File: config.mk
export PLATFORM = sky130hd
export DESIGN_NAME = sls_loop_station
export DESIGN_NICKNAME = d
export VERILOG_FILES = /design/src/design/sls_loop_station.v
export VERILOG_INCLUDE_DIRS = /design/src /design/src/design
export SDC_FILE = /design/constraint.sdc
export NUM_CORES = 1
export LEC_CHECK = 0
export ABC_AREA = 1
export BUFFER_PORTS_ARGS = -buffer_cell sky130_fd_sc_hd__buf_2
export CAP_MARGIN = 20
export CORE_ASPECT_RATIO = 1.5
export CORE_MARGIN = 2
export CORE_UTILIZATION = 50
export CTS_BUF_LIST = sky130_fd_sc_hd__clkbuf_8
export DETAILED_ROUTE_END_ITERATION = 7
export PLACE_DENSITY = 0.85
export SLEW_MARGIN = 20
export SYNTH_ARGS = -nofsm -noshare
export SYNTH_HDL_FRONTEND = slang
export SYNTH_SLANG_ARGS = --single-unit
File: constraint.sdc
create_clock -name aclk -period 3.2 [get_ports aclk]
set_input_delay 0.16 -clock aclk [delete_from_list [all_inputs] [get_ports aclk]]
set_output_delay 0.16 -clock aclk [all_outputs]
set_load 0.005 [all_outputs]
File: src/design/sls_map.vh
`ifndef SLS_MAP_VH
`define SLS_MAP_VH

// Register byte offsets.
`define SLS_LOOP_CONTROL_REG 4'h0
`define SLS_LOOP_STATUS_REG  4'h4
`define SLS_LINE_STATUS_REG  4'h8
`define SLS_TX_DATA_REG      4'hc

// Loop control fields.
`define SLS_CTL_ABORT_UNDERRUN 0
`define SLS_CTL_LOOP_SELECT    1
`define SLS_CTL_NRZI           2
`define SLS_CTL_MARK_IDLE      3
`define SLS_CTL_ARM            4
`define SLS_CTL_EXT_IE         5
`define SLS_CTL_RESET          6'h00

// Loop status fields.
`define SLS_STA_ON_LOOP      1
`define SLS_STA_LOOP_SENDING 4

// Line status fields.
`define SLS_LIN_TX_EMPTY 2
`define SLS_LIN_HUNT     4
`define SLS_LIN_ONES_RUN 7

// Serial constants.
`define SLS_FLAG      8'h7e
`define SLS_ONES_RUN  3'd6
`define SLS_STUFF_RUN 3'd4
`define SLS_BYTE_BITS 4'd8

// AXI responses.
`define SLS_RESP_OKAY   2'b00
`define SLS_RESP_SLVERR 2'b10

`endif

File: src/design/sls_loop_station.v
// How it works
// - Host sets loop select (control bit 1) after SDLC setup is complete.
// - On loop select, transmit follows receive directly; a flag waits preloaded.
// - With arm set, seven ones set the ones-run flag and insert one-bit delay.
// - Inserting the delay sets on-loop and puts the receiver in hunt.
// - Status bit 1 is on-loop, bit 4 loop-sending; control bit 1 select, 4 arm.
// - After going on loop, sending needs a flag, then another end-of-poll.
// - End-of-poll sets the ones-run flag; interrupt only when enabled.
// - Armed end-of-poll: last one becomes zero, then a flag, then host data.
// - Armed end-of-poll sets ones-run, hunt and loop-sending.
// - Data ready early gives one flag; otherwise flags repeat until data arrives.
// - Arm cleared before last byte: single closing flag, then back to repeating.
// - Loop-sending clears once the closing flag is completely out.
// - Arm still set at frame end: flags until more data or arm cleared.
// - Closing flag then repeating; its last zero plus marking line forms end-of-poll.
// - Select cleared: finish message and close, then disconnect at once.
// - Leave loop on next end-of-poll, or at once in hunt; clear on-loop.
// - NRZI: add a zero after the closing flag if line levels would differ.
// - Underrun and idle settings are ignored while looping.
// - Received bits are watched on receive clock; own data leaves on transmit clock.
//
// The implementer's own choices: the AXI4-Lite register port and the placing of the registers.
`timescale 1ns/1ns
`default_nettype none
`include "sls_map.vh"

module sls_loop_station (
	input  wire        aclk,
	input  wire        aresetn,
	input  wire [3:0]  s_axi_awaddr,
	input  wire        s_axi_awvalid,
	output reg         s_axi_awready,
	input  wire [31:0] s_axi_wdata,
	input  wire [3:0]  s_axi_wstrb,
	input  wire        s_axi_wvalid,
	output reg         s_axi_wready,
	output reg  [1:0]  s_axi_bresp,
	output reg         s_axi_bvalid,
	input  wire        s_axi_bready,
	input  wire [3:0]  s_axi_araddr,
	input  wire        s_axi_arvalid,
	output reg         s_axi_arready,
	output reg  [31:0] s_axi_rdata,
	output reg  [1:0]  s_axi_rresp,
	output reg         s_axi_rvalid,
	input  wire        s_axi_rready,
	input  wire        rx_data,
	input  wire        rx_clk,
	input  wire        tx_clk,
	output reg         tx_data,
	output reg         ext_status_irq
);

	localparam [2:0] ST_IDLE = 3'd0;
	localparam [2:0] ST_PASS = 3'd1;
	localparam [2:0] ST_HUNT = 3'd2;
	localparam [2:0] ST_READY = 3'd3;
	localparam [2:0] ST_SEND = 3'd4;
	localparam [2:0] ST_TAIL = 3'd5;
	localparam [2:0] ST_EXIT = 3'd6;

	reg [2:0] state;
	reg [5:0] loop_control_reg;
	reg       on_loop;
	reg       loop_sending;
	reg       ones_run_seen;
	reg       hunt;
	reg [7:0] tx_buf;
	reg       tx_full;
	reg [2:0] rxd_sync;
	reg [2:0] rxc_sync;
	reg [2:0] txc_sync;
	reg       rx_prev;
	reg [2:0] rx_ones;
	reg [7:0] rx_shift;
	reg [7:0] tx_shift;
	reg [3:0] tx_cnt;
	reg       tx_is_flag;
	reg       tx_closing;
	reg       tx_ins;
	reg [2:0] tx_ones;
	reg       aw_got;
	reg       w_got;
	reg [3:0] aw_addr;
	reg [31:0] w_data;
	reg [3:0] w_strb;

	wire loop_select = loop_control_reg[`SLS_CTL_LOOP_SELECT];
	wire nrzi        = loop_control_reg[`SLS_CTL_NRZI];
	wire mark_idle   = loop_control_reg[`SLS_CTL_MARK_IDLE];
	wire arm         = loop_control_reg[`SLS_CTL_ARM];
	wire ext_ie      = loop_control_reg[`SLS_CTL_EXT_IE];

	// Edges are found on the second and third stages; the first only feeds the second.
	wire rx_tick = rxc_sync[1] & ~rxc_sync[2];
	wire tx_tick = txc_sync[1] & ~txc_sync[2];
	wire rx_lvl  = rxd_sync[1];

	// Under NRZI a one is an unchanged line level.
	wire rx_bit = nrzi ? (rx_lvl == rx_prev) : rx_lvl;
	wire seven  = rx_tick & rx_bit & (rx_ones == `SLS_ONES_RUN);
	wire flag_in = rx_tick & ({rx_bit, rx_shift[7:1]} == `SLS_FLAG);

	// The bit that the transmitter shifts out on this edge.
	wire tx_bit = tx_ins ? 1'b0 : tx_shift[0];
	wire tx_last = ~tx_ins & (tx_cnt == 4'd1);

	// A register write that lands this cycle.
	wire wr_go = aw_got & w_got & ~s_axi_bvalid;
	wire wr_ctl = wr_go & (aw_addr == `SLS_LOOP_CONTROL_REG) & w_strb[0];
	wire wr_lin = wr_go & (aw_addr == `SLS_LINE_STATUS_REG) & w_strb[0];
	wire wr_txd = wr_go & (aw_addr == `SLS_TX_DATA_REG) & w_strb[0];
	wire wr_ok = (aw_addr == `SLS_LOOP_CONTROL_REG) | (aw_addr == `SLS_LOOP_STATUS_REG) |
	             (aw_addr == `SLS_LINE_STATUS_REG) | (aw_addr == `SLS_TX_DATA_REG);

	// Next line level for a data bit, NRZI turning a zero into a transition.
	function enc;
		input b;
		input nz;
		input cur;
		begin
			enc = nz ? (b ? cur : ~cur) : b;
		end
	endfunction

	// Pin synchronisers and receive bit tracking on the receive clock.
	always @(posedge aclk) begin
		if (!aresetn) begin
			rxd_sync <= 3'b111;
			rxc_sync <= 3'b000;
			txc_sync <= 3'b000;
			rx_prev  <= 1'b1;
			rx_ones  <= 3'd0;
			rx_shift <= 8'h00;
		end else begin
			rxd_sync <= {rxd_sync[1:0], rx_data};
			rxc_sync <= {rxc_sync[1:0], rx_clk};
			txc_sync <= {txc_sync[1:0], tx_clk};
			if (rx_tick) begin
				rx_prev  <= rx_lvl;
				rx_shift <= {rx_bit, rx_shift[7:1]};
				if (!rx_bit)
					rx_ones <= 3'd0;
				else if (rx_ones != 3'd7)
					rx_ones <= rx_ones + 3'd1;
			end
		end
	end

	// Loop sequencing, line mux and transmitter.
	always @(posedge aclk) begin
		if (!aresetn) begin
			state        <= ST_IDLE;
			on_loop      <= 1'b0;
			loop_sending <= 1'b0;
			hunt         <= 1'b0;
			tx_data      <= 1'b1;
			tx_shift     <= `SLS_FLAG;
			tx_cnt       <= `SLS_BYTE_BITS;
			tx_is_flag   <= 1'b1;
			tx_closing   <= 1'b0;
			tx_ins       <= 1'b0;
			tx_ones      <= 3'd0;
		end else begin
			// The receiver leaves hunt once a flag comes in.
			if (flag_in)
				hunt <= 1'b0;
			case (state)
			ST_IDLE: begin
				// Plain SDLC idle: mark, or flags from the transmitter.
				if (mark_idle)
					tx_data <= 1'b1;
				if (loop_select) begin
					state      <= ST_PASS;
					tx_shift   <= `SLS_FLAG;
					tx_cnt     <= `SLS_BYTE_BITS;
					tx_is_flag <= 1'b1;
					tx_ins     <= 1'b0;
				end
			end
			ST_PASS: begin
				// Straight copy; the sampling flops are the only delay here.
				tx_data <= rx_lvl;
				if (!loop_select)
					state <= ST_IDLE;
				else if (arm & seven) begin
					state   <= ST_HUNT;
					on_loop <= 1'b1;
					hunt    <= 1'b1;
					tx_data <= rx_lvl;
				end
			end
			ST_HUNT, ST_READY, ST_EXIT: begin
				// The line flop is the only delay stage; a second one would make it two bits.
				if (rx_tick)
					tx_data <= rx_lvl;
				if (state == ST_HUNT && flag_in)
					state <= ST_READY;
				if (!loop_select && state != ST_EXIT) begin
					// No message under way: leave at once if hunting, else wait in exit for an end-of-poll.
					if (hunt & ~flag_in) begin
						state   <= ST_IDLE;
						on_loop <= 1'b0;
					end else
						state <= ST_EXIT;
				end else if (state == ST_EXIT && seven) begin
					state   <= ST_IDLE;
					on_loop <= 1'b0;
					hunt    <= 1'b1;
				end else if (state == ST_READY && seven) begin
					hunt <= 1'b1;
					if (arm) begin
						// The seventh one goes out as a zero, completing a flag.
						tx_data      <= nrzi ? ~tx_data : 1'b0;
						state        <= ST_SEND;
						loop_sending <= 1'b1;
						tx_shift     <= `SLS_FLAG;
						tx_cnt       <= `SLS_BYTE_BITS;
						tx_is_flag   <= 1'b1;
						tx_closing   <= 1'b0;
						tx_ins       <= 1'b0;
						tx_ones      <= 3'd0;
					end else
						state <= ST_HUNT;
				end
			end
			ST_SEND: begin
				// The transmitter below owns the line and ends the frame.
			end
			ST_TAIL: begin
				if (tx_tick) begin
					// A shared zero that would leave the pins unequal gets a partner.
					if (nrzi && tx_data != rx_lvl)
						tx_data <= ~tx_data;
					state <= loop_select ? ST_READY : ST_IDLE;
					if (!loop_select)
						on_loop <= 1'b0;
				end
			end
			default: state <= ST_IDLE;
			endcase

			// Transmitter runs while sending, or for flag idle outside the loop.
			if (tx_tick && (state == ST_SEND || (state == ST_IDLE && !mark_idle && !loop_select))) begin
				tx_data <= enc(tx_bit, nrzi & (state == ST_SEND), tx_data);
				if (tx_ins) begin
					tx_ins  <= 1'b0;
					tx_ones <= 3'd0;
				end else begin
					// Five ones inside data call for a stuffed zero.
					if (!tx_is_flag && tx_bit) begin
						tx_ones <= tx_ones + 3'd1;
						if (tx_ones == `SLS_STUFF_RUN)
							tx_ins <= 1'b1;
					end else
						tx_ones <= 3'd0;
					if (!tx_last) begin
						tx_shift <= {1'b0, tx_shift[7:1]};
						tx_cnt   <= tx_cnt - 4'd1;
					end
				end
				if (tx_last) begin
					tx_cnt <= `SLS_BYTE_BITS;
					if (state != ST_SEND) begin
						tx_shift   <= `SLS_FLAG;
						tx_is_flag <= 1'b1;
					end else if (tx_closing) begin
						// Closing flag is fully out; underrun and idle bits play no part.
						state        <= ST_TAIL;
						loop_sending <= 1'b0;
						tx_closing   <= 1'b0;
					end else if (tx_full) begin
						tx_shift   <= tx_buf;
						tx_is_flag <= 1'b0;
					end else begin
						tx_shift   <= `SLS_FLAG;
						tx_is_flag <= 1'b1;
						tx_closing <= ~(arm & loop_select);
					end
				end
			end
		end
	end

	// Software-visible flags and the transmit holding byte.
	always @(posedge aclk) begin
		if (!aresetn) begin
			loop_control_reg <= `SLS_CTL_RESET;
			ones_run_seen    <= 1'b0;
			tx_buf           <= 8'h00;
			tx_full          <= 1'b0;
			ext_status_irq   <= 1'b0;
		end else begin
			if (wr_ctl)
				loop_control_reg <= w_data[5:0];
			// A run of seven ones outside idle wins over a clear in the same cycle.
			if (seven && state != ST_IDLE)
				ones_run_seen <= 1'b1;
			else if (wr_lin && w_data[`SLS_LIN_ONES_RUN])
				ones_run_seen <= 1'b0;
			ext_status_irq <= ones_run_seen & ext_ie;
			if (wr_txd) begin
				tx_buf  <= w_data[7:0];
				tx_full <= 1'b1;
			end else if (tx_tick && tx_last && state == ST_SEND && !tx_closing)
				tx_full <= 1'b0;
		end
	end

	// AXI4-Lite write channel: address and data taken in either order.
	always @(posedge aclk) begin
		if (!aresetn) begin
			s_axi_awready <= 1'b0;
			s_axi_wready  <= 1'b0;
			s_axi_bvalid  <= 1'b0;
			s_axi_bresp   <= `SLS_RESP_OKAY;
			aw_got        <= 1'b0;
			w_got         <= 1'b0;
			aw_addr       <= 4'h0;
			w_data        <= 32'h00000000;
			w_strb        <= 4'h0;
		end else begin
			s_axi_awready <= ~aw_got & ~s_axi_awready;
			s_axi_wready  <= ~w_got & ~s_axi_wready;
			if (s_axi_awvalid && s_axi_awready) begin
				aw_got        <= 1'b1;
				aw_addr       <= {s_axi_awaddr[3:2], 2'b00};
				s_axi_awready <= 1'b0;
			end
			if (s_axi_wvalid && s_axi_wready) begin
				w_got        <= 1'b1;
				w_data       <= s_axi_wdata;
				w_strb       <= s_axi_wstrb;
				s_axi_wready <= 1'b0;
			end
			if (wr_go) begin
				s_axi_bvalid <= 1'b1;
				s_axi_bresp  <= wr_ok ? `SLS_RESP_OKAY : `SLS_RESP_SLVERR;
			end else if (s_axi_bvalid && s_axi_bready) begin
				s_axi_bvalid <= 1'b0;
				aw_got       <= 1'b0;
				w_got        <= 1'b0;
			end
		end
	end

	// AXI4-Lite read channel; data is sampled at the address handshake.
	always @(posedge aclk) begin
		if (!aresetn) begin
			s_axi_arready <= 1'b0;
			s_axi_rvalid  <= 1'b0;
			s_axi_rdata   <= 32'h00000000;
			s_axi_rresp   <= `SLS_RESP_OKAY;
		end else begin
			s_axi_arready <= ~s_axi_rvalid & ~s_axi_arready;
			if (s_axi_arvalid && s_axi_arready) begin
				s_axi_arready <= 1'b0;
				s_axi_rvalid  <= 1'b1;
				s_axi_rresp   <= `SLS_RESP_OKAY;
				s_axi_rdata   <= 32'h00000000;
				case ({s_axi_araddr[3:2], 2'b00})
				`SLS_LOOP_CONTROL_REG: s_axi_rdata[5:0] <= loop_control_reg;
				`SLS_LOOP_STATUS_REG: begin
					s_axi_rdata[`SLS_STA_ON_LOOP]      <= on_loop;
					s_axi_rdata[`SLS_STA_LOOP_SENDING] <= loop_sending;
				end
				`SLS_LINE_STATUS_REG: begin
					s_axi_rdata[`SLS_LIN_ONES_RUN] <= ones_run_seen;
					s_axi_rdata[`SLS_LIN_HUNT]     <= hunt;
					s_axi_rdata[`SLS_LIN_TX_EMPTY] <= ~tx_full;
				end
				`SLS_TX_DATA_REG: s_axi_rdata[7:0] <= tx_buf;
				default: s_axi_rresp <= `SLS_RESP_SLVERR;
				endcase
			end else if (s_axi_rvalid && s_axi_rready)
				s_axi_rvalid <= 1'b0;
		end
	end

endmodule // sls_loop_station
`default_nettype wire

# [Yosys cells after proc, flatten, opt, wreduce, memory -nomap -nowiden]
# Cells that the tools add are included.
[totals] reg_bits=90 ram_bits=0 mem_count=0 in_bits=54 mem_bits_ro=0 latchBits=0
[op_classes] n_mux=141 eq_ne=34 mul=0 n_reduce_logical=45 div_mod_pow=0 add_sub_neg=3 n_lt_le_gt_ge=0 n_bitwise=40 shifts=0
[op_table] op="two-way mux 8 bit" n=12
[op_table] op="two-way mux 1 bit" n=80
[op_table] op="two-way mux 3 bit" n=24
[op_table] op="two-way mux 4 bit" n=8
[op_table] op="inequality test 3 bit (second input constant)" n=8
[op_table] op="bitwise AND 1 bit" n=22
[op_table] op="logical AND 1 bit" n=19
[op_table] op="case mux 8 bit (2 select lines)" n=1
[op_table] op="== test 3 bit (second input constant)" n=5
[op_table] op="NOT 1 bit" n=15
[op_table] op="case mux 3 bit (5 select lines)" n=1
[op_table] op="case mux 1 bit (2 select lines)" n=7
[op_table] op="nonzero test 2 bit" n=7
[op_table] op="AND reduction 5 bit" n=2
[op_table] op="case mux 1 bit (3 select lines)" n=3
[op_table] op="== test 2 bit (second input constant)" n=4
[op_table] op="== test 8 x 7 -> 1 bit (second input constant)" n=1
[op_table] op="inequality test 2 bit (second input constant)" n=4
[op_table] op="case mux 1 bit (4 select lines)" n=2
[op_table] op="case mux 4 bit (2 select lines)" n=1
[op_table] op="AND reduction 7 bit" n=1
[op_table] op="adder 3 x 1 -> 3 bit (second input constant)" n=2
[op_table] op="== test 3 x 2 -> 1 bit (second input constant)" n=2
[op_table] op="inequality test 2 x 1 -> 1 bit (second input constant)" n=3
[op_table] op="19 further kinds" n=29

# [Longest topological paths before layout]
# Gate-level depths: netlist (run 1).
[logic_depth] depth_word=15 mapped_depth=13 depth_no_buf=13

# [Worst setup path before layout (run 1)]
# Ideal clock, no wire load.
[synth_timing] path_type="reg-to-reg" startpoint="register state[1]" endpoint="register tx_shift[3]" required_time_ps=3075 setup_slack_ps=1787 setup_ps=125 arrival_time_ps=1287 path_stages_with_launch=12 period_less_slack_ps=1413 n_path_buf=0 path_cell_list="dfxtp_1 -> nor2_4 -> nand2_4 -> or2_4 -> nand2_2 -> nand2_1 -> inv_1 -> nand2_1 -> a21oi_1 -> nand2_1 -> nand2_1 -> nand2_1"
[synth_via] elab_chain_cells=12 word_cells_on_any_way=25 classes_between="6 x eq/ne; 10 x mux; 9 x reduce/logical"
[synth_lines] item="start: declaration" line="sls_loop_station.v:62" text="reg [2:0] state;"
[synth_lines] item="start signal: assignment" line="sls_loop_station.v:235" text="state <= loop_select ? ST_READY : ST_IDLE;"
[synth_lines] item="== test 3 x 2 -> 1 bit" line="sls_loop_station.v:168, sls_loop_station.v:210"
[synth_lines] item="logical AND 1 bit" line="sls_loop_station.v:210" text="end else if (state == ST_READY && seven) begin"
[synth_lines] item="two-way mux 8 bit" line="sls_loop_station.v:210"
[synth_lines] item="two-way mux 8 bit" line="sls_loop_station.v:206" text="end else if (state == ST_EXIT && seven) begin"
[synth_lines] item="two-way mux 8 bit" line="sls_loop_station.v:199" text="if (!loop_select && state != ST_EXIT) begin"
[synth_lines] item="case mux 8 bit (2 select lines)" line="sls_loop_station.v:168" text="case (state)"
[synth_lines] item="two-way mux 8 bit" line="sls_loop_station.v:257" text="if (!tx_last) begin"
[synth_lines] item="two-way mux 8 bit" line="sls_loop_station.v:246" text="if (tx_ins) begin"
[synth_lines] item="two-way mux 8 bit" line="sls_loop_station.v:267" text="end else if (tx_closing) begin"
[synth_lines] item="two-way mux 8 bit" line="sls_loop_station.v:264" text="if (state != ST_SEND) begin"
[synth_lines] item="two-way mux 8 bit" line="sls_loop_station.v:262" text="if (tx_last) begin"
[synth_lines] item="two-way mux 8 bit (*)" line="sls_loop_station.v:244" text="if (tx_tick && (state == ST_SEND || (state == ST_IDLE && !mark_idle && !loop_select))) begin"
[synth_lines] item="end signal: assignment" line="sls_loop_station.v:265" text="tx_shift <= `SLS_FLAG;"
[synth_lines] item="end signal: assignment" line="sls_loop_station.v:273" text="tx_shift <= tx_buf;"
[synth_lines] item="end signal: assignment" line="sls_loop_station.v:276" text="tx_shift <= `SLS_FLAG;"
[synth_lines] item="end: declaration" line="sls_loop_station.v:76" text="reg [7:0] tx_shift;"
# Every way passes the cells marked *; elsewhere a longest branch is shown, timed or not.
# A chain may end at the register's enable or synchronous reset.

# [Worst setup path after layout (run 1)]
[layout_timing] startpoint="register rxc_sync[1]" endpoint="register tx_shift[6]"
[layout_via] elab_chain_cells=14 word_cells_on_any_way=15 classes_between="10 x mux; 3 x bitwise; 2 x reduce/logical"
[layout_lines] item="start: declaration" line="sls_loop_station.v:71" text="reg [2:0] rxc_sync;"
[layout_lines] item="start signal: assignment" line="sls_loop_station.v:137" text="rxc_sync <= {rxc_sync[1:0], rx_clk};"
[layout_lines] item="bitwise AND 1 bit (*)" line="sls_loop_station.v:95" text="wire rx_tick = rxc_sync[1] & ~rxc_sync[2];"
[layout_lines] item="bitwise AND 1 bit (*) (2 in series)" line="sls_loop_station.v:101" text="wire seven = rx_tick & rx_bit & (rx_ones == `SLS_ONES_RUN);"
[layout_lines] item="logical AND 1 bit" line="sls_loop_station.v:210"
[layout_lines] item="two-way mux 8 bit" line="sls_loop_station.v:210"
[layout_lines] item="two-way mux 8 bit (*)" line="sls_loop_station.v:206"
[layout_lines] item="two-way mux 8 bit (*)" line="sls_loop_station.v:199"
[layout_lines] item="case mux 8 bit (2 select lines) (*)" line="sls_loop_station.v:168"
[layout_lines] item="two-way mux 8 bit" line="sls_loop_station.v:257"
[layout_lines] item="two-way mux 8 bit" line="sls_loop_station.v:246"
[layout_lines] item="two-way mux 8 bit" line="sls_loop_station.v:267"
[layout_lines] item="two-way mux 8 bit" line="sls_loop_station.v:264"
[layout_lines] item="two-way mux 8 bit" line="sls_loop_station.v:262"
[layout_lines] item="two-way mux 8 bit (*)" line="sls_loop_station.v:244"
# Marks and branches as above.

==> results of run 1 <==
-- synth_stat cells, types with 2 or more instances --
master    instances  area (um2)
buf_1             3        11.3
nand2_2           3        18.8
dfxtp_1          88        1760
o211ai_1          2        15.0
nor2_2            2        12.5
clkinv_1          2        7.51
nand3_2           4        40.0
inv_4             2        12.5
nor2_4            3        33.8
a21oi_1          48         240
or2_2             4        25.0
nor2_1           73         274
buf_2             3        15.0
o22ai_1           4        25.0
buf_4            27         203
nor3_1            5        25.0
nand4_1           5        31.3
inv_1            70         263
ha_1             13         163
o21ai_0          58         290
clkbuf_1          8        30.0
inv_2             4        15.0
nand2_4           5        56.3
nand2_1         142         533
a21oi_2           4        35.0
nand3_1          23         115
-- power by group --
group | internal, W | total, W | switching (W)
Combinational | 0.0000551 | 0.000156 | 0.000100
Clock | 0.000427 | 0.000806 | 0.000379
Sequential | 0.00113 | 0.00115 | 0.0000245
Total | 0.00161 | 0.00211 | 0.000504
-- timing repair --
action | in CTS | in global routing
hold buffers | 3 | 0
hold endpoints to repair | 3 | 0
resized for setup | 0 | 0
-- final cells by class --
type,instances,area [um2]
Clock buffer,9,124
Clock inverter,5,76.3
Multi-Input combinational cell,440,2180
Sequential cell,88,1760
Tap cell,110,138
Inverter,78,298
Fill cell,810,3920
Timing Repair Buffer,42,228
-- placed cells by master, fill, tap and decap left out, types with 9 or more instances in the layout --
cell / count
a21oi_1: 48
buf_2: 38
clkbuf_8: 9
conb_1: 27
dfxtp_1: 88
ha_1: 13
inv_1: 72
nand2_1: 142
nand3_1: 23
nor2_1: 73
o21ai_0: 58
-- cell families (layout without fill, tap and decap cells) --
logic type / Yosys count / count (layout) / share of synthesized area [%]
simple gates: 274 / 274 / 27.7
compound gates: 125 / 125 / 15.5
buf+inv: 120 / 134 / 12.9
flops: 88 / 88 / 39.9
fa+ha+maj: 13 / 13 / 3.68
other cells: 1 / 27 / 0.0850
xor+xnor: 1 / 1 / 0.198
-- worst max-delay path by stage --
stage	from	end	slack [ps]	cells past startpoint
3_5_place_dp	rxc_sync[1]	tx_shift[6]	1390	11
2_1_floorplan	state[1]	tx_shift[3]	1790	11
6_report	rxc_sync[1]	tx_shift[6]	1360	11
5_1_grt	tx_cnt[1]	tx_shift[2]	1150	9
3_3_place_gp	rxc_sync[1]	tx_shift[6]	1430	11
4_1_cts	rxc_sync[1]	tx_shift[6]	1370	11
-- worst register-to-register path, stage by stage, from the launching register on --
cell	delay, ps
dfxtp_1	350
inv_1	50
nor2_2	380
nand3_1	220
nand2_1	150
nand2_4	80
nand2_4	110
nand2_4	80
inv_4	130
nand2_1	70
nand2_1	50
nand2_1	40
-- layer usage --
layer	GRT usage (%)	up-vias
met2	39.5	142
met3	5.30	26
met4	10.3	0
met1	23.1	1821
met5	0	-
li1	-	2000
-- stage by stage --
stage | util, % | cell area, um2
global placement | 52.5 | 4580
global route | 55.1 | 4810
detailed placement | 52.5 | 4580
CTS | 55.1 | 4810
finish | 55.1 | 4810
floorplan | - | 4510
==> metrics.md, run 1 <==
| Metric | Value |
|---|---|
| Status | `finished clean` |
| PortBufs | `38` |
| Fin Hold WS | `46.2 ps` |
| ANT cells | `0` |
| Met2 wire len | `approximately 5.2 mm` |
| Die W | `between 80 and 90 um` |
| Arrival @ worst endpoint | `2080 ps` |
| Worst Path Required | `around 3400 ps` |
| Final slew viol count | `0` |
| Post-route minimum period | `between 1500 and 2000 ps` |
| Vias | `3989` |
| Wl on met1 | `3.80 mm` |
| Clk sink count | `88` |
| # IOs | `97` |
| Worst Slack Setup Final | `1360 ps` |
| Initial antenna violation count | `0` |
| Max Buffers Root-to-Sink | `2` |
| Maxcap violations | `0` |
| Post-CTS Setup Inserts | `0` |
| Hold wc startpoint | `s_axi_awaddr[2]` |
| Fmax | `543 MHz` |
| RSZ-0062 raised after global routing | `no` |
| Hold Path Stages | `3` |
| Slew HR | `41.5%` |
| Routed wire length | `9.77 mm` |
| Crit Path Max Fanout | `15` |
| Core area | `8720 um2` |
| Nets | `726` |
| DRT Pass-1 Iters | `5` |
| Worst skew pair latency | `370 ps` |
| Worst hold path class | `in2reg` |
| Via/cell ratio | `5.17` |
| Ys Warns | `0` |
| Vias in the first global route | `3868` |
| Synthesized area | `about 4400 um2` |
| Synth Area per Inst | `between 7 and 8 um2` |
| Largest net degree at the start of global routing | `57` |
| Iter 0 DRT Violations | `259` |
| Reg2reg end | `tx_shift[6]` |
| PwrDens | `440 nW/um2` |
| Max IR drop VDD | `0.000393 V` |
| # DRC | `0` |
| Post-DRT Antenna Nets | `0` |
| TritonCTS clock tree | `done` |
| FF-to-FF path depth | `11` |
| Setup TNS Final | `0 ps` |
| Async SR Flop Fraction | `0%` |
| Critical Path Sink Type | `flip-flop` |
| Crit path largest cell delay | `380 ps` |
| Post-synthesis sequential area ratio | `around 40%` |
| Worst Hold End | `aw_addr[2]` |
| Worst path slowest cell | `nor2_2` |
| Share of cells above drive strength 1 | `13.3%` |
| Crit path buf inv count | `2` |
| Crit start category | `flip-flop` |
| Count of different cell masters after synthesis | `43` |
| Num CTS Buffers | `9` |
| H-tree depth | `3` |
| Max Clock Skew | `roughly 10 ps` |
| CTS clock-pin slew for the worst setup and hold paths | `80 ps` |
| Final setup vio count | `0` |
| Final Cycle Share | `57.5%` |
| Detailed placement HPWL | `roughly 7.4 mm` |
| Starting Density | `50.6%` |
| Met3 wire len | `just over 500 um` |
| Leak Pwr | `2.19 nW` |
| Final hold vios | `0` |
| R2R Path Start | `rxc_sync[1]` |
| First-pass GRT wire length | `16.6 mm` |
| Cells after Synth | `622` |
| Placed insts | `755` |
| Full die area | `9610 um2` |
| Worst-path cell chain | `inv_1, nor2_2, nand3_1, nand2_1, nand2_4, nand2_4, nand2_4, inv_4, nand2_1, nand2_1, nand2_1` |
| Row count | `42` |
| Final Wtd Congestion | `0.888` |
| Top sig layer | `met4` |
| Tot GR Track Use | `a little over a fifth` |
| Avg WL per Cell | `12.7 um` |
| Clk root buf | `clkbuf_8` |
| Post-Layout Cell Count | `about 770` |
| Power Total | `about 0.0021 W` |
| Reg-to-reg slack, setup | `1360 ps` |
| Synthesis-to-layout area growth | `8.90%` |
| Crit-path most repeated cell | `nand2_1` |
| Number of synthesized flops with an enable pin | `0` |
| GRT Residual Overflow | `0` |
| Yosys reg bits | `88` |
| Pre-CTS setup slack | `1390 ps` |
| Worst slew pin tran | `~880 ps` |
| Crit path kind | `reg2reg` |
| Die Y | `119 um` |
| Ys flop type | `dfxtp_1` |
| CP top delay family | `simple AND/OR/NAND/NOR gates` |
Power figures use the tool's default switching activity.
==> run 2, diff against run 1 <==
Settings changed: PLACE_DENSITY 0.85 to 0.88.
Clock period 3.2 ns to 1.48 ns, I/O delays scaled along.
==> metrics.md, run 2 (synthesis gave the netlist of run 1 again) <==
| Metric | Value |
|---|---|
| Status | `finished with violations` |
| Failing checks | `negative setup slack` |
| Clk sink count | `88 (unchanged)` |
| Placed insts | `797 (+5.6%)` |
| Post-Layout Cell Count | `837 (+8.4%)` |
| Slew HR | `56.8% (+15 points)` |
| Via/cell ratio | `5.27 (+2.0%)` |
| First-pass GRT wire length | `19.3 mm (+17%)` |
| Worst Slack Setup Final | `-107 ps (-1470 ps)` |
| Full die area | `9610 um2 (unchanged)` |
| Register share of total power | `53.2% (-1.3 points)` |
| Max Clock Skew | `7.49 ps (-2.47 ps)` |
| Max Buffers Root-to-Sink | `2 (unchanged)` |
| Num CTS Buffers | `9 (unchanged)` |
| Final core utilization | `64.4% (+9.3 points)` |
| Worst Path Required | `1750 ps (-1690 ps)` |
| Iter 0 DRT Violations | `310 (+20%)` |
| Die Y | `119 um (unchanged)` |
| RSZ-0062 raised after global routing | `yes` |
| Nets | `789 (+8.7%)` |
| R2R Path Start | `rx_ones[0]` |
| CTS clock-pin slew for the worst setup and hold paths | `90 ps (about the same)` |
| Post-route minimum period | `1590 ps (-254 ps)` |
| Worst hold path class | `in2reg` |
| Hold wc startpoint | `s_axi_awaddr[2]` |
| Total internal power | `0.00349 W (+120%)` |
| Reg2reg end | `tx_ins` |
| Clock share of power | `37.4% (-0.7 points)` |
| Largest net degree at the start of global routing | `57 (unchanged)` |
| GRT Residual Overflow | `0 (unchanged)` |
| Sw power | `0.00119 W (+140%)` |
| Tot GR Track Use | `25.8% (+3.9 points)` |
| Synthesis-to-layout area growth | `27.3%` |
| Core area | `8720 um2 (unchanged)` |
| Most common cell after layout, fill and taps aside | `nand2_1` |
| Design area | `5620 um2 (+17%)` |
| Placement Cell Area | `4930 um2 (+7.7%)` |
| PortBufs | `38 (unchanged)` |
| ANT cells | `0 (unchanged)` |
| Crit Path Max Fanout | `6 (-9)` |
| TritonCTS clock tree | `done` |
| Share of cells above drive strength 1 | `29.2% (+16 points)` |
| Fmax | `630 MHz (+16%)` |
| Row count | `42 (unchanged)` |
| Maxcap violations | `0 (unchanged)` |
| # IOs | `97 (unchanged)` |
| Die W | `80.7 um (unchanged)` |
| Detailed placement HPWL | `7.98 mm (+8.5%)` |
| Pre-CTS setup slack | `-105 ps (-1500 ps)` |
| Most frequent cells in the layout | `nand2_1 (123), dfxtp_1 (80), nor2_1 (65)` |
| Final Cycle Share | `107% (+50 points)` |
| Gate power share | `9.4% (+2.0 points)` |
| Final Wtd Congestion | `0.923 (+3.9%)` |
| Reg-to-reg slack, setup | `-110 ps (-1470 ps)` |
| Final hold vios | `0 (unchanged)` |
| Final slew viol count | `0 (unchanged)` |
| Max IR drop VDD | `0.000781 V (+98%)` |
| Avg WL per Cell | `14.2 um (+12%)` |
| Crit path kind | `reg2reg` |
| # DRC | `0 (unchanged)` |
| FF-to-FF path depth | `11 (unchanged)` |
| Arrival @ worst endpoint | `1850 ps (-230 ps)` |
| Initial antenna violation count | `0 (unchanged)` |
| Crit start category | `flip-flop` |
| Worst skew pair latency | `370 ps (about the same)` |
| Setup TNS Final | `-1390 ps (-1390 ps)` |
| Final setup vio count | `24 (+24)` |
| Starting Density | `50.6% (unchanged)` |
| Vias | `4413 (+11%)` |
| H-tree depth | `3 (unchanged)` |
| Worst Hold End | `aw_addr[2]` |
| Critical Path Sink Type | `flip-flop` |
| Post-DRT Antenna Nets | `0 (unchanged)` |
| DRT Pass-1 Iters | `5 (unchanged)` |
| Leak Pwr | `2.51 nW (+15%)` |
| Switch share | `25.5% (+1.6 points)` |
| Routed wire length | `11.9 mm (+21%)` |
| Vias in the first global route | `4354 (+13%)` |
| Hold Path Stages | `3 (unchanged)` |
| Worst slew pin tran | `647 ps (-230 ps)` |
| Clk root buf | `clkbuf_8` |
| PwrDens | `834 nW/um2 (+90%)` |
==> run 2: cell count changes in the layout (fill, tap and decap cells not counted), sizes merged <==
| cell | previous run | this run |
|---|---|---|
| clkbuf | 9 | 11 |
| bufinv | 2 | 1 |
| buf | 39 | 93 |
| dlygate4sd3 | 3 | 11 |
| clkinvlp | 0 | 1 |
| clkinv | 3 | 4 |
==> run 2: per-layer routing <==
metal	share of wire, %	routed length, um	track usage [%]
met5	0	0	0
met4	5.1	605	15.0
met3	5.4	636	4.77
met2	53	6290	46.9
met1	37	4340	26.6
==> run 2: timing repair <==
| action | in CTS | in global routing |
|---|---|---|
| pin swaps | 15 | 16 |
| endpoints found under the setup margin | 29 | 35 |
| gates cloned | 1 | 1 |
| hold buffers | 11 | 0 |
| hold endpoints to repair | 11 | 0 |
| resized for setup | 50 | 46 |
| setup buffers | 9 | 3 |
==> run 2: how the worst max path moves through the flow <==
| stage | startpoint | end | slack, ps | cells after the start |
|---|---|---|---|---|
| CTS | state[0] | tx_shift[1] | -30 | 9 |
| global placement | state[2] | on_loop | -70 | 9 |
| detailed placement | state[2] | tx_shift[3] | -100 | 11 |
| floorplan | state[1] | tx_shift[3] | 70 | 11 |
| global route | state[0] | tx_shift[5] | -180 | 11 |
| finish | rx_ones[0] | tx_ins | -110 | 11 |
==> run 2: stage by stage <==
stage	hold WS [ps]	total power, W
finish	2.94	0.00469
CTS	3.20	0.00468
global placement	256	0.00290
floorplan	172	0.00282
detailed placement	262	0.00292
global route	7.67	0.00487
==> run 2: power by group through the flow <==
stage | logic [W] | registers (W) | clock network, W
after detailed placement | 0.000374 | 0.00255 | 0
final | 0.000441 | 0.00249 | 0.00175
after floorplan | 0.000279 | 0.00254 | 0
after global placement | 0.000356 | 0.00254 | 0
after CTS | 0.000420 | 0.00249 | 0.00176
after global routing | 0.000498 | 0.00250 | 0.00187
==> run 2: cell type report <==
type	instances	area (um2)
timing repair buffer	104	763
sequential	88	1770
clock inverter	5	55.1
multi-input combinational	440	2410
tap	110	138
timing repair inverter	1	16.3
fill	709	3100
clock buffer	11	151
inverter	78	308
==> run 2: worst max-delay path, cell delays in order, from the launching register on <==
cell and delay (ps):
dfxtp_2 340, inv_2 80, ha_4 140, nand2_2 50, inv_2 50, nand4_1 180
nor2_4 220, nand2_8 100, nand2_8 120, clkinv_8 80, nand2_2 70, a21oi_2 50
